`config.mk`:
```
export PLATFORM = sky130hd
export DESIGN_NAME = vrpart_top
export DESIGN_NICKNAME = d
export VERILOG_FILES = /design/src/vrpart_pkg.sv /design/src/vrpart_top.sv
export VERILOG_INCLUDE_DIRS = /design/src
export SDC_FILE = /design/constraint.sdc
export NUM_CORES = 2
export LEC_CHECK = 0
export ABC_AREA = 0
export BUFFER_PORTS_ARGS = -buffer_cell sky130_fd_sc_hd__buf_2
export CAP_MARGIN = 20
export CELL_PAD_IN_SITES_DETAIL_PLACEMENT = 0
export CELL_PAD_IN_SITES_GLOBAL_PLACEMENT = 1
export CORE_UTILIZATION = 25
export DETAILED_ROUTE_END_ITERATION = 6
export GPL_ROUTABILITY_DRIVEN = 0
export PLACE_DENSITY = 0.54
export SLEW_MARGIN = 20
export SYNTH_ARGS = -nofsm -noshare
export SYNTH_HDL_FRONTEND = slang
export SYNTH_SLANG_ARGS = --single-unit
```
`constraint.sdc`:
```
create_clock -name ref_clk -period 8.1 [get_ports ref_clk]
set_clock_uncertainty 0.1 [all_clocks]
set_input_delay 1.62 -clock ref_clk [delete_from_list [all_inputs] [get_ports ref_clk]]
set_output_delay 1.62 -clock ref_clk [all_outputs]
set_load 0.02 [all_outputs]
```
`src/vrpart_defs.svh`:
```
`ifndef VRPART_DEFS_SVH
`define VRPART_DEFS_SVH

// Pool dimensions
`define VRPART_CTX_N        4
`define VRPART_PHYS_N       64
`define VRPART_ARCH_N       32
`define VRPART_CTX_W        2
`define VRPART_PHYS_W       6
`define VRPART_ARCH_W       5

// Avalon byte address layout: context in [6:5], register in [4:2]
`define VRPART_ADDR_W       7
`define VRPART_CTX_LSB      5
`define VRPART_SEL_LSB      2

// Register selects inside one context window (byte offset = sel * 4)
`define VRPART_SEL_MAP      3'h0
`define VRPART_SEL_UNMAP    3'h1
`define VRPART_SEL_ACCESS   3'h2
`define VRPART_SEL_SAVE     3'h3
`define VRPART_SEL_REQUEST  3'h4
`define VRPART_SEL_MODIFY   3'h5

// Reset values of the per-context masks
`define VRPART_MASK_RESET   32'h00000000

`endif

```
`src/vrpart_pkg.sv`:
```
`include "vrpart_defs.svh"

package vrpart_pkg;

  typedef logic [`VRPART_ARCH_N-1:0] vrpart_mask_t;
  typedef logic [`VRPART_CTX_W-1:0]  vrpart_ctx_t;
  typedef logic [`VRPART_ARCH_W-1:0] vrpart_aidx_t;
  typedef logic [`VRPART_PHYS_W-1:0] vrpart_pidx_t;

  // Complete state of the partitioning block
  typedef struct packed {
    logic [`VRPART_PHYS_N-1:0]                     tbl_valid;
    logic [`VRPART_PHYS_N-1:0][`VRPART_CTX_W-1:0]  tbl_ctx;
    logic [`VRPART_PHYS_N-1:0][`VRPART_ARCH_W-1:0] tbl_idx;
    logic [`VRPART_CTX_N-1:0][`VRPART_ARCH_N-1:0]  access;
    logic [`VRPART_CTX_N-1:0][`VRPART_ARCH_N-1:0]  save;
    logic [`VRPART_CTX_N-1:0][`VRPART_ARCH_N-1:0]  request;
    logic [`VRPART_CTX_N-1:0][`VRPART_ARCH_N-1:0]  modify;
    logic                                          waitrequest;
    logic [31:0]                                   readdata;
    logic                                          vi_exception;
    logic [`VRPART_PHYS_W-1:0]                     rs_phys;
    logic                                          rs_hit;
  } vrpart_state_t;

endpackage : vrpart_pkg

```
`src/vrpart_top.sv`:
```
`timescale 1ns/100ps
`include "vrpart_defs.svh"

// Operation
// - Physical pool shared, allocated on demand
// - Each context owns its own control registers
// - Table keeps owner context and index
// - Physical assignment never visible to software
// - Map write grabs free physical register
// - Successful map sets matching access bit
// - Pool exhausted leaves access mask unchanged
// - Blocked instruction sets request bits, excepts
// - Save set or access clear blocks
// - Register writes set modify bits
// - Intra-context switching through save bits only
// - Unmap write frees backing physical register
// - Freed register serves any context, index
// - Mapped index resolves to same storage
// - Reset clears all four masks everywhere
module vrpart_top (
  // Clock and reset
  input  wire logic                         ref_clk,
  input  wire logic                         reset_n,
  // Avalon-MM slave
  input  wire logic [`VRPART_ADDR_W-1:0]    avs_address,
  input  wire logic                         avs_read,
  input  wire logic                         avs_write,
  input  wire logic [3:0]                   avs_byteenable,
  input  wire logic [31:0]                  avs_writedata,
  output logic      [31:0]                  avs_readdata,
  output logic                              avs_waitrequest,
  // Vector instruction check from the issue stage
  input  wire logic                         vi_valid,
  input  wire logic [`VRPART_CTX_W-1:0]     vi_ctx,
  input  wire logic [`VRPART_ARCH_N-1:0]    vi_use_mask,
  input  wire logic [`VRPART_ARCH_N-1:0]    vi_write_mask,
  output logic                              vi_exception,
  // Register resolve for the datapath
  input  wire logic [`VRPART_CTX_W-1:0]     rs_ctx,
  input  wire logic [`VRPART_ARCH_W-1:0]    rs_idx,
  output logic [`VRPART_PHYS_W-1:0]         rs_phys,
  output logic                              rs_hit
);

  localparam vrpart_pkg::vrpart_state_t RST_STATE = '{
    waitrequest : 1'b1,
    default     : '0
  };

  vrpart_pkg::vrpart_state_t st;
  vrpart_pkg::vrpart_state_t next_st;

  // Decoded bus fields
  vrpart_pkg::vrpart_ctx_t   bus_ctx;
  logic [2:0]                bus_sel;
  vrpart_pkg::vrpart_aidx_t  bus_idx;
  logic [31:0]               bus_bm;
  logic                      bus_go;
  logic                      map_go;
  logic                      unmap_go;

  // Search results over the physical table
  logic [`VRPART_PHYS_N-1:0] own_hit;
  logic [`VRPART_PHYS_N-1:0] rs_match;
  logic                      own_any;
  vrpart_pkg::vrpart_pidx_t  own_idx;
  logic                      free_any;
  vrpart_pkg::vrpart_pidx_t  free_idx;
  vrpart_pkg::vrpart_pidx_t  rs_enc;
  logic                      vi_blocked;

  assign bus_ctx  = avs_address[`VRPART_ADDR_W-1:`VRPART_CTX_LSB];
  assign bus_sel  = avs_address[`VRPART_CTX_LSB-1:`VRPART_SEL_LSB];
  assign bus_idx  = avs_writedata[`VRPART_ARCH_W-1:0];
  assign bus_bm   = {{8{avs_byteenable[3]}}, {8{avs_byteenable[2]}},
                     {8{avs_byteenable[1]}}, {8{avs_byteenable[0]}}};
  // A write takes effect only in the cycle waitrequest is low
  assign bus_go   = avs_write && !st.waitrequest;
  assign map_go   = bus_go && avs_byteenable[0] &&
                    (bus_sel == `VRPART_SEL_MAP);
  assign unmap_go = bus_go && avs_byteenable[0] &&
                    (bus_sel == `VRPART_SEL_UNMAP);

  // Per-entry match against the writer's and the resolve port's context and index
  genvar g;
  generate
    for (g = 0; g < `VRPART_PHYS_N; g++) begin : g_entry
      assign own_hit[g]  = st.tbl_valid[g] && (st.tbl_ctx[g] == bus_ctx) &&
                           (st.tbl_idx[g] == bus_idx);
      assign rs_match[g] = st.tbl_valid[g] && (st.tbl_ctx[g] == rs_ctx) &&
                           (st.tbl_idx[g] == rs_idx);
    end
  endgenerate

  // Encoders; lowest free entry wins, any context may take it
  always_comb begin
    own_any  = 1'b0;
    own_idx  = '0;
    free_any = 1'b0;
    free_idx = '0;
    rs_enc   = '0;
    for (int i = `VRPART_PHYS_N - 1; i >= 0; i--) begin
      if (!st.tbl_valid[i]) begin
        free_any = 1'b1;
        free_idx = i[`VRPART_PHYS_W-1:0];
      end
      if (own_hit[i]) begin
        own_any = 1'b1;
        own_idx = i[`VRPART_PHYS_W-1:0];
      end
      if (rs_match[i]) begin
        rs_enc = i[`VRPART_PHYS_W-1:0];
      end
    end
  end

  assign vi_blocked = vi_valid &&
                      ((vi_use_mask & (st.save[vi_ctx] | ~st.access[vi_ctx]))
                       != '0);

  // Next-state logic; hardware sets are applied last so they win
  always_comb begin
    next_st = st;
    next_st.vi_exception = 1'b0;
    // One wait cycle per access gives time to stage read data
    next_st.waitrequest = !((avs_read || avs_write) && st.waitrequest);

    if (avs_read && st.waitrequest) begin
      case (bus_sel)
        `VRPART_SEL_ACCESS:  next_st.readdata = st.access[bus_ctx];
        `VRPART_SEL_SAVE:    next_st.readdata = st.save[bus_ctx];
        `VRPART_SEL_REQUEST: next_st.readdata = st.request[bus_ctx];
        `VRPART_SEL_MODIFY:  next_st.readdata = st.modify[bus_ctx];
        default:             next_st.readdata = 32'h00000000;
      endcase
    end

    if (bus_go) begin
      case (bus_sel)
        `VRPART_SEL_SAVE: begin
          next_st.save[bus_ctx] = (st.save[bus_ctx] & ~bus_bm) |
                                  (avs_writedata & bus_bm);
        end
        `VRPART_SEL_REQUEST: begin
          next_st.request[bus_ctx] = (st.request[bus_ctx] & ~bus_bm) |
                                     (avs_writedata & bus_bm);
        end
        `VRPART_SEL_MODIFY: begin
          next_st.modify[bus_ctx] = (st.modify[bus_ctx] & ~bus_bm) |
                                    (avs_writedata & bus_bm);
        end
        default: begin
        end
      endcase
    end

    if (map_go && !st.access[bus_ctx][bus_idx] && free_any) begin
      next_st.tbl_valid[free_idx] = 1'b1;
      next_st.tbl_ctx[free_idx]   = bus_ctx;
      next_st.tbl_idx[free_idx]   = bus_idx;
      next_st.access[bus_ctx][bus_idx] = 1'b1;
    end

    if (unmap_go && own_any) begin
      next_st.tbl_valid[own_idx] = 1'b0;
      next_st.access[bus_ctx][bus_idx] = 1'b0;
    end

    if (vi_blocked) begin
      next_st.request[vi_ctx] = next_st.request[vi_ctx] | vi_use_mask;
      next_st.vi_exception    = 1'b1;
    end else if (vi_valid) begin
      next_st.modify[vi_ctx] = next_st.modify[vi_ctx] | vi_write_mask;
    end

    next_st.rs_hit  = |rs_match;
    next_st.rs_phys = rs_enc;
  end

  // State register
  always_ff @(posedge ref_clk) begin
    if (!reset_n) begin
      st <= RST_STATE;
    end else begin
      st <= next_st;
    end
  end

  // Outputs come straight from the state flops
  assign avs_readdata    = st.readdata;
  assign avs_waitrequest = st.waitrequest;
  assign vi_exception    = st.vi_exception;
  assign rs_phys         = st.rs_phys;
  assign rs_hit          = st.rs_hit;
endmodule : vrpart_top

```
# Word-level counts from Yosys, hierarchy flattened
# Index checks and enable logic that the tools add are counted.
[totals] regBits=1065 in_bits=121 out_inout_bits=41 ramBits=0 romBits=0 n_memories=0 latch_bits=0
[op_classes] reduce_logical=285 mux=371 n_bitwise=20 n_mul=0 n_addsub=0 n_eq_ne=261 n_shift=0 div_mod_pow=0 n_lt_le_gt_ge=10
[op_table] operator="$mux W6" count=160
[op_table] operator="$bwmux W128" count=6
[op_table] operator="$mux W128" count=6
[op_table] operator="$eq A5 B5 Y1" count=128
[op_table] operator="$mux W640" count=1
[op_table] operator="$bmux W32 S2" count=8
[op_table] operator="$mux W32" count=11
[op_table] operator="$bwmux W320" count=1
[op_table] operator="$logic_and A1 B1 Y1" count=271
[op_table] operator="$eq A2 B2 Y1" count=128
[op_table] operator="$mux W256" count=1
[op_table] operator="$demux W32 S2" count=3
[op_table] operator="$or A32 B32 Y32" count=6
[op_table] operator="$and A32 B32 Y32" count=5
[op_table] operator="$mux W1" count=134
[op_table] operator="$and A128 B128 Y128" count=1
[op_table] operator="$not A128 Y128" count=1
[op_table] operator="$or A128 B128 Y128" count=1
[op_table] operator="$pmux W32 S4" count=1
[op_table] operator="$mux W5" count=17
[op_table] operator="$and A64 B64 Y64" count=1
[op_table] operator="$mux W64" count=1
[op_table] operator="$not A32 Y32" count=2
[op_table] operator="$not A64 Y64" count=1
[op_table] operator="31 further kinds" count=52

# Longest topological paths before layout
[logic_depth] ltp_word=74 ltp_mapped=18 mapped_depth_nobuf=10

# Worst setup path after synthesis
# Ideal clock, no wire load.
[synth_timing] kind="input port to flip-flop" startpoint="input avs_address[5]" endpoint="register st[637] in the netlist's numbering" required_ns=7.872 path_stages=15 path_slack_ns=3.295 t_arrival_ns=4.578 setup_ns=0.128 path_cell_list="buf_6 -> buf_8 -> mux4_2 -> and3_1 -> a2111o_1 -> nor4_1 -> nand4_1 -> buf_4 -> or3_1 -> buf_4 -> inv_2 -> and2_1 -> buf_6 -> mux2i_1 -> nor2_1"
[synth_between] elab_chain_len=7
[synth_lines] item="start, declared" line_no="vrpart_top.sv:25" text="input wire logic [`VRPART_ADDR_W-1:0] avs_address,"
[synth_lines] item="$bmux W32 S2" line_no="vrpart_top.sv:157" text="if (map_go && !st.access[bus_ctx][bus_idx] && free_any) begin"
[synth_lines] item="$mux W32 (not written as such)" line_no="vrpart_top.sv:157"
[synth_lines] item="$bmux W1 S5" line_no="vrpart_top.sv:157"
[synth_lines] item="$mux W1 (not written as such)" line_no="vrpart_top.sv:157"
[synth_lines] item="$logic_not A1 Y1" line_no="vrpart_top.sv:157"
[synth_lines] item="$logic_and A1 B1 Y1 (2 in a row)" line_no="vrpart_top.sv:157"
[synth_lines] item="end signal, assigned" line_no="vrpart_top.sv:185" text="st <= next_st;"
[synth_lines] item="end, declared" line_no="vrpart_top.sv:50" text="vrpart_pkg::vrpart_state_t st;"
# No other way between the ends. The select of a mux whose other input is x is not followed.
# A chain may end at the register's enable or synchronous reset.

# Worst setup path after layout
[layout_timing] startpoint="input avs_address[5]" endpoint="register st[766] in the netlist's numbering"
# The elaborated chain is that of the path after synthesis.

==> run summary <==
Least-Margin Pin Slew -> 1.29 ns
Final Max Slew Viols -> 0
Core box area -> 0.249 mm^2
# IOs -> 162
Die Span Y -> 503 um
Pin count of the biggest net entering global routing -> 200
Min cycle time layout -> 6.06 ns
Clock Latency Late Sink -> 0.78 ns
CP Capture Type -> flip-flop
CTS tree -> built
Distinct cells, synth -> 88
Post-synth EDFFs -> 0
DRT iter0 DRCs -> 4,175
Gate Count Post-Synth -> 7,157
Post-route DRC -> 0
Maximum clock rate -> 165 MHz
Total CTS buffers -> 132
Area delta synth->final -> 12.4%
Critical path depth -> 13
Kind of critical path -> in -> reg
Die Span X -> 503 um
Outcome -> finished, final reports clean
Reg2Reg Setup Slack -> 3.04 ns
Clock Sinks -> 1,065
CP max stage delay -> 0.71 ns
H-Tree Depth -> 4
Worst Hold Path EP -> avs_waitrequest
Synth top area share -> 33.9%
Global route overflow -> 0
Peak supply drop -> 0.184 mV
Util after Layout -> 28.3%
Unrepaired setup endpoints after global routing -> no
Crit-path cells -> buf_8 > buf_4 > mux4_2 > mux4_2 > nor2b_1 > a211oi_1 > nand4_1 > buf_4 > nor2_1 > nand2_1 > nor2_2 > mux2i_1 > nor2_1
Critical path fanouts, max -> 56
Via count -> 54,000
Cell taking the most area after synthesis -> dfxtp_1
Vias in the first global route -> 52,700
Hold path startpoint -> avs_waitrequest
Port Buffers -> 159
Rel. slew slack -> 13.8%
Setup TNS -> 0 ns
Final hold viol count -> 0
Fraction of layout instances using a drive strength above 1 -> 11.9%
Die footprint -> 0.253 mm^2
Reg2Reg Launch Point -> avs_waitrequest
Class of the worst hold path -> reg -> reg
Critical Path Source Type -> input port
ANT nets after route -> 0
P per Cell Area -> 176 mW/mm^2
Max Cap Viol -> 0
Syn nets -> 7,278
Syn Std Cell Area -> 0.0628 mm^2
Area contributors post-synth -> dfxtp_1, xnor2_1, mux2i_1
Vias/cell -> 5.19
Hpwl dp -> 171 mm
Setup Fix Bufs, Post-CTS -> 0
Total GRT Usage -> 19.8%
Reg-to-Reg End -> st[766]
Final non-filler cell total -> 10,400
Top delay family on crit path -> simple AND/OR/NAND/NOR gates
Avg Inst Size Synth -> 8.78 um^2
Tcrit/Tclk final -> 74.8%
Site row count -> 183
Root Driver -> clkbuf_16
WP data arrival -> 6.56 ns
Post-CTS sizing -> 0
Worst path slowest cell -> nor2_2
First-pass GRT wire length -> 372 mm
WHS -> 0.349 ns
Initial Util -> 25.2%
Dpl cells -> 10,200
Layout Nets -> 7,087
Syn. warnings -> 0
Asr flop ratio synth -> 0%
#FFs+latches synth -> 1,065
Sequential element share of the synthesized area -> 33.9%
Final Setup Violations -> 0
Hold buffers post-CTS -> 0
Final WL -> 256 mm
Power consumption -> 12,500 uW
Fillers -> 26,500
Post-synth top flop -> dfxtp_1
Clk buf depth -> 3
Routed len/inst -> 24.6 um
Critical Path RT -> 8.60 ns
Reg clk slew, reported paths -> 0.06 ns
CP bufs+invs -> 3
Initial antenna violation count -> 20
Worst Hold Depth -> 1
Drt first pass iters -> 5
Leakage power -> 0.0224 uW
Worst r2r path cells -> 11
layout make-up:
class,instances,area [um^2],area share (%)
diodes,6,15.0,0.0213
repair buffers,309,2150,3.04
clock inverters,29,307,0.434
clock buffers,202,3940,5.58
flip-flops and latches,1065,21300,30.2
multi-input cells,5335,38300,54.2
inverters,123,472,0.668
well taps,3330,4170,5.90
where the power goes:
group          switching [uW]  internal, uW  total [uW]
logic                     779           386        1170
registers                21.7          5280        5300
clock network            2550          3450        6000
total                    3350          9120       12500
registers in the layout (all words and copies together), names as in the netlist:
signal	count
avs_waitrequest	1
vi_exception	1
rs_phys	6
rs_hit	1
avs_readdata	32
st	1024
per-layer routing:
metal | vias to the layer above | GRT usage (%) | share of wire (%)
met5 | - | 0 | 0.036
met4 | 14 | 7.43 | 3.8
met2 | 1664 | 31.8 | 45
met1 | 26800 | 26.7 | 46
met3 | 378 | 2.70 | 5.1
li1 | 25200 | - | -
worst max-delay path by stage:
stage | start | to | slack (ns)
finish | avs_address[5] | st[766] | 2.04
global route | avs_address[5] | st[958] | 2.00
CTS | avs_address[5] | st[957] | 2.13
detailed placement | avs_address[5] | st[766] | 1.31
global placement | avs_address[5] | st[957] | 1.33
floorplan | avs_address[5] | st[637] | 3.29
worst reg2reg max path: cells and delay by family, from the launching register on:
kind / cells / cell delay, ns
and+or+nand+nor: 9 / 3.92
muxes: 1 / 0.27
buffers and inverters: 1 / 0.25
DFF: 1 / 0.33
metrics by stage:
step                      instance area [um^2]  setup WS (ns)
after floorplan                          62800           3.29
after CTS                                70600           2.13
after global placement                   66400           1.33
after detailed placement                 66400           1.31
after global routing                     70600           2.00
final                                    70600           2.04
layout by cell type (no fill, tap or decap), drive strengths merged, types with 19 or more instances in the layout:
cell / instances
a211oi: 513
inv: 129
nor3: 62
a22oi: 66
o21ai: 165
buf: 305
nor2b: 330
xnor2: 735
o221a: 22
a21oi: 601
mux4: 202
and4: 27
mux2i: 451
nor4: 56
nand2: 187
nand3: 44
or2: 23
nor2: 1068
nand4: 269
nor3b: 35
clkbuf: 206
xor2: 162
o311a: 34
or3: 19
nand2b: 19
a311oi: 34
dfxtp: 1065
nand3b: 36
cell families (layout without fill, tap and decap cells):
group	count (synthesis)	count (layout)	synth area share, %
other	0	6	0
XOR/XNOR	897	897	12.5
AND/OR/NAND/NOR	2231	2231	17.7
flip-flops	1065	1065	33.9
multiplexers	656	656	14.5
AO/OA/AOI/OAI	1551	1551	16.0
buffers and inverters	757	663	5.38
cells in the mapped netlist, types with 66 or more instances:
cell type     n
xnor2_1     735
nand2_1     182
mux2i_1     451
a21oi_1     599
dfxtp_1    1065
o21ai_0     161
nor2_1     1035
mux4_2      198
a22oi_1      66
clkbuf_1    383
buf_2       115
inv_1       117
nor2b_1     330
buf_4        84
nand4_1     268
xor2_1      162
a211oi_1    513
Note: power is estimated with default switching activity, not from simulation.
